===== config.mk =====
export PLATFORM = sky130hd
export DESIGN_NAME = des_top
export DESIGN_NICKNAME = d
export VERILOG_FILES = /design/src/design/des_pkg.sv /design/src/design/des_axil.sv /design/src/design/des_top.sv
export VERILOG_INCLUDE_DIRS = /design/src /design/src/design
export SDC_FILE = /design/constraint.sdc
export NUM_CORES = 1
export LEC_CHECK = 0
export BUFFER_PORTS_ARGS = -buffer_cell sky130_fd_sc_hd__buf_2
export CAP_MARGIN = 40
export CORE_UTILIZATION = 45
export DETAILED_ROUTE_END_ITERATION = 12
export PLACE_DENSITY_LB_ADDON = 0.3
export SETUP_SLACK_MARGIN = 0.2
export SLEW_MARGIN = 20
export SYNTH_ARGS = -nofsm -noshare
export SYNTH_HDL_FRONTEND = slang
export SYNTH_HIERARCHICAL = 1
export SYNTH_SLANG_ARGS = --single-unit

===== constraint.sdc =====
create_clock -name mclk_i -period 2.9 [get_ports mclk_i]
set_input_delay 0.145 -clock mclk_i [delete_from_list [all_inputs] [get_ports mclk_i]]
set_output_delay 0.145 -clock mclk_i [all_outputs]
set_load 0.02 [all_outputs]

===== src/design/des_params.svh =====
`ifndef DES_PARAMS_SVH
`define DES_PARAMS_SVH

// ----------------------------------------------------------------------
// channel count and field layout
// ----------------------------------------------------------------------
`define DES_CHAN_NUM 16
`define DES_CHAN_IDX_W 4
`define DES_CC_W 3

// ----------------------------------------------------------------------
// register byte addresses
// ----------------------------------------------------------------------
`define DES_OFS_BUS_ERR 32'h40010048
`define DES_OFS_COMB_ERR 32'h4001004C
`define DES_OFS_INV_DESC 32'h40010050
`define DES_OFS_IRQ_STAT 32'h40010054
`define DES_OFS_IRQ_MASK 32'h40010058

// ----------------------------------------------------------------------
// reset values and encodings
// ----------------------------------------------------------------------
`define DES_RST_FLAGS 16'h0000
`define DES_RST_MASK 16'h0000
`define DES_CC_INVALID 3'h0
`define DES_RESP_OKAY 2'h0
`define DES_RESP_SLVERR 2'h2

`endif


===== src/design/des_pkg.sv =====
`include "des_params.svh"

package des_pkg;

    typedef logic [`DES_CHAN_NUM-1:0] des_chan_t;

    // write request handed from the bus slave to the register file
    typedef struct packed {
        logic fire;
        logic [31:0] addr;
        logic [31:0] data;
        logic [3:0] strb;
    } des_wr_s;

    // read request, answered in the same cycle by the register file
    typedef struct packed {
        logic fire;
        logic [31:0] addr;
    } des_rd_s;

    // bus slave state
    typedef struct packed {
        logic awready;
        logic wready;
        logic arready;
        logic aw_held;
        logic w_held;
        logic bvalid;
        logic rvalid;
        logic [1:0] bresp;
        logic [1:0] rresp;
        logic [31:0] awaddr;
        logic [31:0] wdata;
        logic [3:0] wstrb;
        logic [31:0] rdata;
    } des_axs_s;

    // error tracking state
    typedef struct packed {
        des_chan_t bus_err;
        des_chan_t comb_err;
        des_chan_t inv_desc;
        des_chan_t irq_stat;
        des_chan_t irq_mask;
        des_chan_t chan_dis;
        logic irq;
    } des_st_s;

endpackage


===== src/design/des_axil.sv =====
`timescale 1ns/1ps
`include "des_params.svh"

module des_axil
(
    // clock and reset
    input wire logic mclk_i,
    input wire logic resetn_i,
    // write channels
    input wire logic [31:0] s_axi_awaddr_i,
    input wire logic s_axi_awvalid_i,
    output logic s_axi_awready_o,
    input wire logic [31:0] s_axi_wdata_i,
    input wire logic [3:0] s_axi_wstrb_i,
    input wire logic s_axi_wvalid_i,
    output logic s_axi_wready_o,
    output logic [1:0] s_axi_bresp_o,
    output logic s_axi_bvalid_o,
    input wire logic s_axi_bready_i,
    // read channels
    input wire logic [31:0] s_axi_araddr_i,
    input wire logic s_axi_arvalid_i,
    output logic s_axi_arready_o,
    output logic [31:0] s_axi_rdata_o,
    output logic [1:0] s_axi_rresp_o,
    output logic s_axi_rvalid_o,
    input wire logic s_axi_rready_i,
    // register file side
    output des_pkg::des_wr_s wr_o,
    input wire logic wr_hit_i,
    output des_pkg::des_rd_s rd_o,
    input wire logic [31:0] rd_data_i,
    input wire logic rd_hit_i
);

    des_pkg::des_axs_s st_r;
    des_pkg::des_axs_s st_nxt;
    logic wr_fire;
    logic ar_take;

    // ------------------------------------------------------------------
    // handshakes: address and data held until both are present
    // ------------------------------------------------------------------
    always_comb
    begin
        st_nxt = st_r;
        ar_take = s_axi_arvalid_i & st_r.arready;
        wr_fire = st_r.aw_held & st_r.w_held & ~st_r.bvalid;
        if (s_axi_awvalid_i & st_r.awready)
        begin
            st_nxt.aw_held = 1'b1;
            st_nxt.awaddr = s_axi_awaddr_i;
        end
        if (s_axi_wvalid_i & st_r.wready)
        begin
            st_nxt.w_held = 1'b1;
            st_nxt.wdata = s_axi_wdata_i;
            st_nxt.wstrb = s_axi_wstrb_i;
        end
        if (st_r.bvalid & s_axi_bready_i)
            st_nxt.bvalid = 1'b0;
        if (wr_fire)
        begin
            st_nxt.aw_held = 1'b0;
            st_nxt.w_held = 1'b0;
            st_nxt.bvalid = 1'b1;
            st_nxt.bresp = wr_hit_i ? `DES_RESP_OKAY : `DES_RESP_SLVERR;
        end
        if (st_r.rvalid & s_axi_rready_i)
            st_nxt.rvalid = 1'b0;
        if (ar_take)
        begin
            st_nxt.rvalid = 1'b1;
            st_nxt.rdata = rd_hit_i ? rd_data_i : 32'h00000000;
            st_nxt.rresp = rd_hit_i ? `DES_RESP_OKAY : `DES_RESP_SLVERR;
        end
        // readies are registered so every bus output comes from a flop
        st_nxt.awready = ~st_nxt.aw_held & ~st_nxt.bvalid;
        st_nxt.wready = ~st_nxt.w_held & ~st_nxt.bvalid;
        st_nxt.arready = ~st_nxt.rvalid;
    end

    always_ff @(posedge mclk_i or negedge resetn_i)
    begin
        if (!resetn_i)
            st_r <= '0;
        else
            st_r <= st_nxt;
    end

    // ------------------------------------------------------------------
    // outputs
    // ------------------------------------------------------------------
    assign s_axi_awready_o = st_r.awready;
    assign s_axi_wready_o = st_r.wready;
    assign s_axi_bvalid_o = st_r.bvalid;
    assign s_axi_bresp_o = st_r.bresp;
    assign s_axi_arready_o = st_r.arready;
    assign s_axi_rvalid_o = st_r.rvalid;
    assign s_axi_rresp_o = st_r.rresp;
    assign s_axi_rdata_o = st_r.rdata;
    assign wr_o = '{fire: wr_fire, addr: st_r.awaddr, data: st_r.wdata, strb: st_r.wstrb};
    assign rd_o = '{fire: ar_take, addr: s_axi_araddr_i};

endmodule


===== src/design/des_top.sv =====
`timescale 1ns/1ps
`include "des_params.svh"

// How it works
// a bus error on channel n sets bit n of the bus error flags
// a bus error disables only the faulted channel
// bus error flags clear on written ones; written zeros do nothing
// combined flags set on bus error or cycle control 3'b000
// either fault disables only that channel, others keep running
// combined flags clear on written ones; written zeros do nothing
// invalid descriptor flags set when a fetched cycle control is 3'b000
// an invalid cycle control disables only that channel
// invalid descriptor flags clear on written ones; zeros do nothing
// all three flag vectors are zero after reset
// bit n of every vector belongs to channel n
// bits 31 to 16 read as zero and ignore writes
module des_top
(
    // clock and reset
    input wire logic mclk_i,
    input wire logic resetn_i,
    // register bus write channels
    input wire logic [31:0] s_axi_awaddr_i,
    input wire logic s_axi_awvalid_i,
    output logic s_axi_awready_o,
    input wire logic [31:0] s_axi_wdata_i,
    input wire logic [3:0] s_axi_wstrb_i,
    input wire logic s_axi_wvalid_i,
    output logic s_axi_wready_o,
    output logic [1:0] s_axi_bresp_o,
    output logic s_axi_bvalid_o,
    input wire logic s_axi_bready_i,
    // register bus read channels
    input wire logic [31:0] s_axi_araddr_i,
    input wire logic s_axi_arvalid_i,
    output logic s_axi_arready_o,
    output logic [31:0] s_axi_rdata_o,
    output logic [1:0] s_axi_rresp_o,
    output logic s_axi_rvalid_o,
    input wire logic s_axi_rready_i,
    // fault events from the transfer engine
    input wire logic [`DES_CHAN_NUM-1:0] bus_err_i,
    input wire logic desc_valid_i,
    input wire logic [`DES_CHAN_IDX_W-1:0] desc_chan_i,
    input wire logic [`DES_CC_W-1:0] desc_cycle_ctrl_i,
    // back to the transfer engine and the interrupt controller
    output logic [`DES_CHAN_NUM-1:0] chan_disable_o,
    output logic irq_o
);

    des_pkg::des_st_s st_r;
    des_pkg::des_st_s st_nxt;
    des_pkg::des_wr_s wr;
    des_pkg::des_rd_s rd;
    des_pkg::des_chan_t bus_ev;
    des_pkg::des_chan_t inv_ev;
    des_pkg::des_chan_t clr_bus;
    des_pkg::des_chan_t clr_comb;
    des_pkg::des_chan_t clr_inv;
    des_pkg::des_chan_t rd_clr_irq;
    des_pkg::des_chan_t flags_rd;
    logic [31:0] rd_data;
    logic wr_hit;
    logic rd_hit;

    // ------------------------------------------------------------------
    // helpers
    // ------------------------------------------------------------------

    // channel index to its bit, bit n is channel n
    function automatic des_pkg::des_chan_t chan_bit(input logic [`DES_CHAN_IDX_W-1:0] idx);
        des_pkg::des_chan_t v;
        v = '0;
        v[idx] = 1'b1;
        return v;
    endfunction

    // only the low two byte lanes hold flag bits
    function automatic des_pkg::des_chan_t lane_mask(input logic [3:0] strb);
        return {{8{strb[1]}}, {8{strb[0]}}};
    endfunction

    function automatic logic addr_hit(input logic [31:0] addr);
        return (addr == `DES_OFS_BUS_ERR) || (addr == `DES_OFS_COMB_ERR)
            || (addr == `DES_OFS_INV_DESC) || (addr == `DES_OFS_IRQ_STAT)
            || (addr == `DES_OFS_IRQ_MASK);
    endfunction

    // ones written to a flag register, upper bits dropped
    function automatic des_pkg::des_chan_t w1c_bits(input des_pkg::des_wr_s w,
                                                    input logic [31:0] ofs);
        if (w.fire && (w.addr == ofs))
            return w.data[`DES_CHAN_NUM-1:0] & lane_mask(w.strb);
        else
            return '0;
    endfunction

    // ------------------------------------------------------------------
    // bus slave
    // ------------------------------------------------------------------
    des_axil u_axil
    (
        .mclk_i(mclk_i),
        .resetn_i(resetn_i),
        .s_axi_awaddr_i(s_axi_awaddr_i),
        .s_axi_awvalid_i(s_axi_awvalid_i),
        .s_axi_awready_o(s_axi_awready_o),
        .s_axi_wdata_i(s_axi_wdata_i),
        .s_axi_wstrb_i(s_axi_wstrb_i),
        .s_axi_wvalid_i(s_axi_wvalid_i),
        .s_axi_wready_o(s_axi_wready_o),
        .s_axi_bresp_o(s_axi_bresp_o),
        .s_axi_bvalid_o(s_axi_bvalid_o),
        .s_axi_bready_i(s_axi_bready_i),
        .s_axi_araddr_i(s_axi_araddr_i),
        .s_axi_arvalid_i(s_axi_arvalid_i),
        .s_axi_arready_o(s_axi_arready_o),
        .s_axi_rdata_o(s_axi_rdata_o),
        .s_axi_rresp_o(s_axi_rresp_o),
        .s_axi_rvalid_o(s_axi_rvalid_o),
        .s_axi_rready_i(s_axi_rready_i),
        .wr_o(wr),
        .wr_hit_i(wr_hit),
        .rd_o(rd),
        .rd_data_i(rd_data),
        .rd_hit_i(rd_hit)
    );

    // ------------------------------------------------------------------
    // event decode and clear masks
    // ------------------------------------------------------------------

    // a descriptor with cycle control zero is a fault, anything else passes
    always_comb
    begin
        bus_ev = bus_err_i;
        inv_ev = '0;
        if (desc_valid_i && (desc_cycle_ctrl_i == `DES_CC_INVALID))
            inv_ev = chan_bit(desc_chan_i);
        clr_bus = w1c_bits(wr, `DES_OFS_BUS_ERR);
        clr_comb = w1c_bits(wr, `DES_OFS_COMB_ERR);
        clr_inv = w1c_bits(wr, `DES_OFS_INV_DESC);
        rd_clr_irq = (rd.fire && (rd.addr == `DES_OFS_IRQ_STAT)) ? '1 : '0;
        wr_hit = addr_hit(wr.addr);
        rd_hit = addr_hit(rd.addr);
    end

    // ------------------------------------------------------------------
    // read mux
    // ------------------------------------------------------------------

    // upper half always zero, so a read of any register shows 16 flag bits
    always_comb
    begin
        unique case (rd.addr)
            `DES_OFS_BUS_ERR: flags_rd = st_r.bus_err;
            `DES_OFS_COMB_ERR: flags_rd = st_r.comb_err;
            `DES_OFS_INV_DESC: flags_rd = st_r.inv_desc;
            `DES_OFS_IRQ_STAT: flags_rd = st_r.irq_stat;
            `DES_OFS_IRQ_MASK: flags_rd = st_r.irq_mask;
            default: flags_rd = '0;
        endcase
        rd_data = {16'h0000, flags_rd};
    end

    // ------------------------------------------------------------------
    // flag state
    // ------------------------------------------------------------------

    // a fault in the same cycle as its clear wins, so no event is lost
    always_comb
    begin
        st_nxt = st_r;
        st_nxt.bus_err = (st_r.bus_err & ~clr_bus) | bus_ev;
        st_nxt.comb_err = (st_r.comb_err & ~clr_comb) | bus_ev | inv_ev;
        st_nxt.inv_desc = (st_r.inv_desc & ~clr_inv) | inv_ev;
        // the engine sees a one-cycle disable pulse only on faulted channels
        st_nxt.chan_dis = bus_ev | inv_ev;
        // interrupt status clears on read, again losing no event
        st_nxt.irq_stat = (st_r.irq_stat & ~rd_clr_irq) | bus_ev | inv_ev;
        if (wr.fire && (wr.addr == `DES_OFS_IRQ_MASK))
        begin
            st_nxt.irq_mask = (st_r.irq_mask & ~lane_mask(wr.strb))
                | (wr.data[`DES_CHAN_NUM-1:0] & lane_mask(wr.strb));
        end
        // computed from next values so irq_o follows status without extra lag
        st_nxt.irq = |(st_nxt.irq_stat & st_nxt.irq_mask);
    end

    // zero reset makes every vector report no fault
    always_ff @(posedge mclk_i or negedge resetn_i)
    begin
        if (!resetn_i)
        begin
            st_r <= '0;
            st_r.irq_mask <= `DES_RST_MASK;
            st_r.bus_err <= `DES_RST_FLAGS;
            st_r.comb_err <= `DES_RST_FLAGS;
            st_r.inv_desc <= `DES_RST_FLAGS;
        end
        else
            st_r <= st_nxt;
    end

    assign chan_disable_o = st_r.chan_dis;
    assign irq_o = st_r.irq;
endmodule


; ---- Yosys cells after proc, flatten, opt, wreduce, memory -nomap -nowiden
; Cells that the tools add are included.
[totals]
reg_bits = 190
in_bits = 131
out_inout_bits = 58
elab_cells = 101
[classes]
order_cmp = 2
n_eq_ne = 10
n_mux = 18
bitwise_logic = 34
n_reduce_logical = 17
[op_table]
columns = cell, n
row1 = "32-bit by 31-bit == test with 1-bit output, second input constant", 10
row2 = 16-bit bitwise OR, 8
row3 = 16-bit bitwise AND, 7
row4 = 16-bit 2-to-1 mux, 7
row5 = 16-bit inverter, 5
row6 = 16-bit case mux with 5 select lines, 1
row7 = 16-bit OR reduction, 1
row8 = 1-bit bitwise AND, 9
row9 = 1-bit logical OR, 8
row10 = 1-bit logical AND, 7
row11 = 1-bit 2-to-1 mux, 6
row12 = "4-bit by 5-bit less-than comparator with 1-bit output, second input constant", 1
row13 = 1-bit inverter, 5
row14 = 1-bit demux with 4-bit select, 1
row15 = "4-bit by 1-bit >= comparator with 1-bit output, second input constant", 1
row16 = 2-bit 2-to-1 mux, 2
row17 = 3-bit zero test, 1
row18 = 3-bit 2-to-1 mux, 1

; ---- Depth between registers and ports, before layout
[depth]
word_depth = 9
depth_mapped = 13
ltp_nobuf = 9

; ---- Cells and area by module
; Netlist, hierarchy kept.
[by_module_without_submodules]
columns = module, instances, cells_each, area_each_um2, seq_area_each_um2
row1 = des_axil, 1, 454, 5358.9, 2727.6
row2 = des_top, 1, 468, 4779.6, 2427.3

; ---- Worst setup path after synthesis
; Ideal clock, no wire load.
[synth_path]
kind = register to register
startpoint = register u_axil.st_r (netlist bit u_axil/s_axi_bvalid_o)
endpoint = register st_r (netlist bit irq_o)
setup_ps = 140
t_arrival_ps = 2549
t_required_ps = 2760
slack_ps = 212
path_stages_with_launch = 11
n_path_buf = 1
synth_period_minus_slack_ps = 2688
cell_sequence = dfrtp_1 -> nand3b_1 -> inv_1 -> buf_4 -> nor2b_2 -> nand3_1 -> nor4_4 -> mux2_2 -> a2bb2o_1 -> nor4_1 -> nand4_1
[synth_lines]
columns = item, line_no
row1 = "start, declared", des_axil.sv:36  ; des_pkg::des_axs_s st_r;
row2 = "start signal, assigned", des_axil.sv:88  ; st_r <= st_nxt;
row3 = "end signal, assigned", des_top.sv:202  ; st_r <= st_nxt;
row4 = "end, declared", des_top.sv:51  ; des_pkg::des_st_s st_r;

==> summary.md <==
| Metric | Value |
|---|---|
| Die area | `21200 sq um` |
| Total wire length | `21600 microns` |
| F_max | `0.380 GHz` |
| FF-to-FF End | `irq_o$_DFF_PN0_` |
| Num CTS Buffers | `17` |
| Final setup skew | `approximately 10 ps` |
| NumNets Final | `around 1100` |
| RSZ-0062 raised after global routing | `false` |
| HP Start | `s_axi_bready_i` |
| Placed instance count | `~1200` |
| DRT antenna net count | `0` |
| Slew Limit Fails | `0` |
| Largest net degree at the start of global routing | `slightly below 70` |
| IO Port Bufs | `168` |
| Worst r2r src | `u_axil/wr_o[61]$_DFFE_PN0P_` |
| Share of cells above drive strength 1 | `between 30 and 40%` |
| Mapped Cells | `868` |
| # clock sinks | `about 190` |
| PwrDens | `between 600 and 700 nW/um^2` |
| Flop2flop setup slack | `270 ps` |
| DRT Pass-1 Iters | `5` |
| CP required | `3190 ps` |
| Dpl hpwl | `14700 microns` |
| Reg clk slew, reported paths | `70 ps` |
| Leakage | `roughly 4.9 nW` |
| CP max FO | `7` |
| Crit end category | `register` |
| Relative slew slack | `about half` |
| Grt total ovfl | `0` |
| GRT Overall Usage | `21.1%` |
| Crit. Startpoint | `u_axil/wr_o[61]$_DFFE_PN0P_` |
| Vias | `roughly 6400` |
| Final setup viols | `0` |
| Worst path bufs/invs | `1` |
| Cell family with most CP delay | `simple AND/OR/NAND/NOR gates` |
| Hold Path Class | `primary input to register` |
| Hold Vio Cnt, Final | `0` |
| CTS Buffer Depth | `2` |
| CP endpoint | `irq_o$_DFF_PN0_` |
| Number of max-cap violations | `0` |
| Num ports | `189` |
| Post-Place Cell Area | `9480 sq um` |
| Most frequent CP cell | `nor4_2` |
| Non-Filler Instances | `about 1300` |
| Final min period | `roughly 2600 ps` |
| Max IR drop VDD | `approximately 450 uV` |
| CP Data Arrival Time | `a little under 3000 ps` |
| Crit path depth | `8` |
| Antenna Cells | `0` |
| Syn. warnings | `6` |
| Iteration-0 DRC count of the detailed router | `around 380` |
| Crit path kind | `register to register` |
| Setup crit start kind | `register` |
| Vias/cell | `5.04` |
| Worst Tran Pin Value | `between 700 and 800 ps` |
| Syn_area_per_cell | `10.7 sq um` |
| Die H | `146 microns` |
| Initial antenna violation count | `0` |
| First-pass GRT wire length | `roughly 35000 microns` |
| Netlist Area Pre-Place | `between 9000 and 10000 sq um` |
| Max incr delay on CP | `roughly 400 ps` |
| Clock Latency Late Sink | `between 400 and 500 ps` |
| Area grow syn2layout | `16.1%` |
| Design area | `roughly 11000 sq um` |
| Cell Chain, Critical Path | `nor4_2 > nand4_2 > nor4_4 > buf_4 > mux2i_1 > o22ai_1 > nor4_2 > nand4_1` |
| Core area | `between 20000 and 25000 sq um` |
| DRC Markers | `0` |
| Final core occ | `a little over half` |
| Outcome | `complete, no violations` |
| GP Congestion | `0.773` |
| R2R depth | `8` |
| Number of global-route vias before repair | `roughly 6500` |
| Crit-path slowest cell | `dfrtp_1` |
| Final worst path period share | `about nine tenths` |
| Rows | `52` |
| CTS root buffer | `clkbuf_16` |
| Die X | `between 100 and 150 microns` |
| CTS H-tree lvls | `4` |
| Setup TNS | `0 ps` |
| Initial Util | `45.9%` |
| Number of fill cells | `about 1800` |
| WL/cell | `17.0 microns` |
| CTS tree | `built` |
[how the worst min path moves through the flow]
| stage | endpoint | cells after the start | slack [ps] |
|---|---|---|---|
| 4_1_cts | u_axil/s_axi_bvalid_o$_DFF_PN0_ | 3 | 20 |
| 3_3_place_gp | u_axil/s_axi_rdata_o[24]$_DFFE_PN0P_ | 1 | 130 |
| 3_5_place_dp | u_axil/s_axi_rdata_o[26]$_DFFE_PN0P_ | 1 | 120 |
| 5_1_grt | u_axil/s_axi_bvalid_o$_DFF_PN0_ | 3 | 40 |
| 6_report | u_axil/s_axi_bvalid_o$_DFF_PN0_ | 3 | 30 |
| 2_1_floorplan | chan_disable_o[0]$_DFF_PN0_ | 0 | -150 |
[per-layer routing]
metal,track usage (%),up-vias,share of wire (%),wire [microns]
met5,0,-,0,0
met4,4.26,0,1.0,216
met3,4.80,14,5.6,1200
met2,33.4,204,47,10300
met1,29.7,3144,46,9930
li1,-,3055,-,-
[flip-flops by register name, indices dropped and copies added, names as in the netlist]
| signal | count |
|---|---|
| st_r | 80 |
| u_axil/wr_o | 50 |
| u_axil/s_axi_rdata_o | 32 |
| chan_disable_o | 16 |
| u_axil/st_r | 2 |
| irq_o | 1 |
| u_axil/s_axi_arready_o | 1 |
| u_axil/s_axi_awready_o | 1 |
| u_axil/s_axi_bresp_o | 1 |
| u_axil/s_axi_bvalid_o | 1 |
| u_axil/s_axi_rresp_o | 1 |
| u_axil/s_axi_rvalid_o | 1 |
| u_axil/s_axi_wready_o | 1 |
[layout by cell type (no fill, tap or decap), types with 5 or more instances in the layout]
cell type / n
a21o_1: 9
a21oi_1: 11
buf_2: 167
buf_4: 24
clkbuf_16: 17
conb_1: 18
dfrtp_1: 188
dlygate4sd3_1: 68
inv_1: 63
inv_6: 6
mux2_2: 53
mux2_4: 5
mux2i_1: 42
nand2_1: 61
nand2b_1: 24
nand3_1: 5
nand4_1: 35
nor2_1: 20
nor2b_1: 5
o21ai_0: 55
o21ai_1: 38
o221ai_1: 15
[through the flow]
step	worst slack, ps	total power [mW]	hold slack [ps]
after floorplan	212	4.76	-151
after global placement	324	4.61	127
after detailed placement	262	4.65	117
after CTS	227	7.02	20.1
after global routing	134	7.35	40.5
final	268	7.01	32.3
[worst min-delay path, cell delays in order]
cell and delay (ps):
buf_2 70, nor2b_1 50, a21o_1 150
[area by class of cell]
| type | instances | area [sq um] | share of cell area, % |
|---|---|---|---|
| Clock inverter | 14 | 134 | 1.24 |
| Sequential cell | 188 | 4700 | 43.6 |
| Timing Repair Buffer | 262 | 1740 | 16.1 |
| Multi-Input combinational cell | 455 | 3200 | 29.6 |
| Clock buffer | 18 | 439 | 4.07 |
| Inverter | 65 | 244 | 2.26 |
| Tap cell | 270 | 338 | 3.13 |
[what timing repair did]
action,in CTS,in global routing
hold buffers,68,0
buffers inserted,0,4
gates resized for setup,0,8
setup endpoints to repair,0,1
endpoints found under the hold margin,137,0
[power breakdown]
part	switching, mW	leakage (nW)	internal, mW
clock network	1.07	0.290	1.23
logic	0.616	2.50	0.676
registers	0.380	2.12	3.03
(Power assumes the default switching activity.)
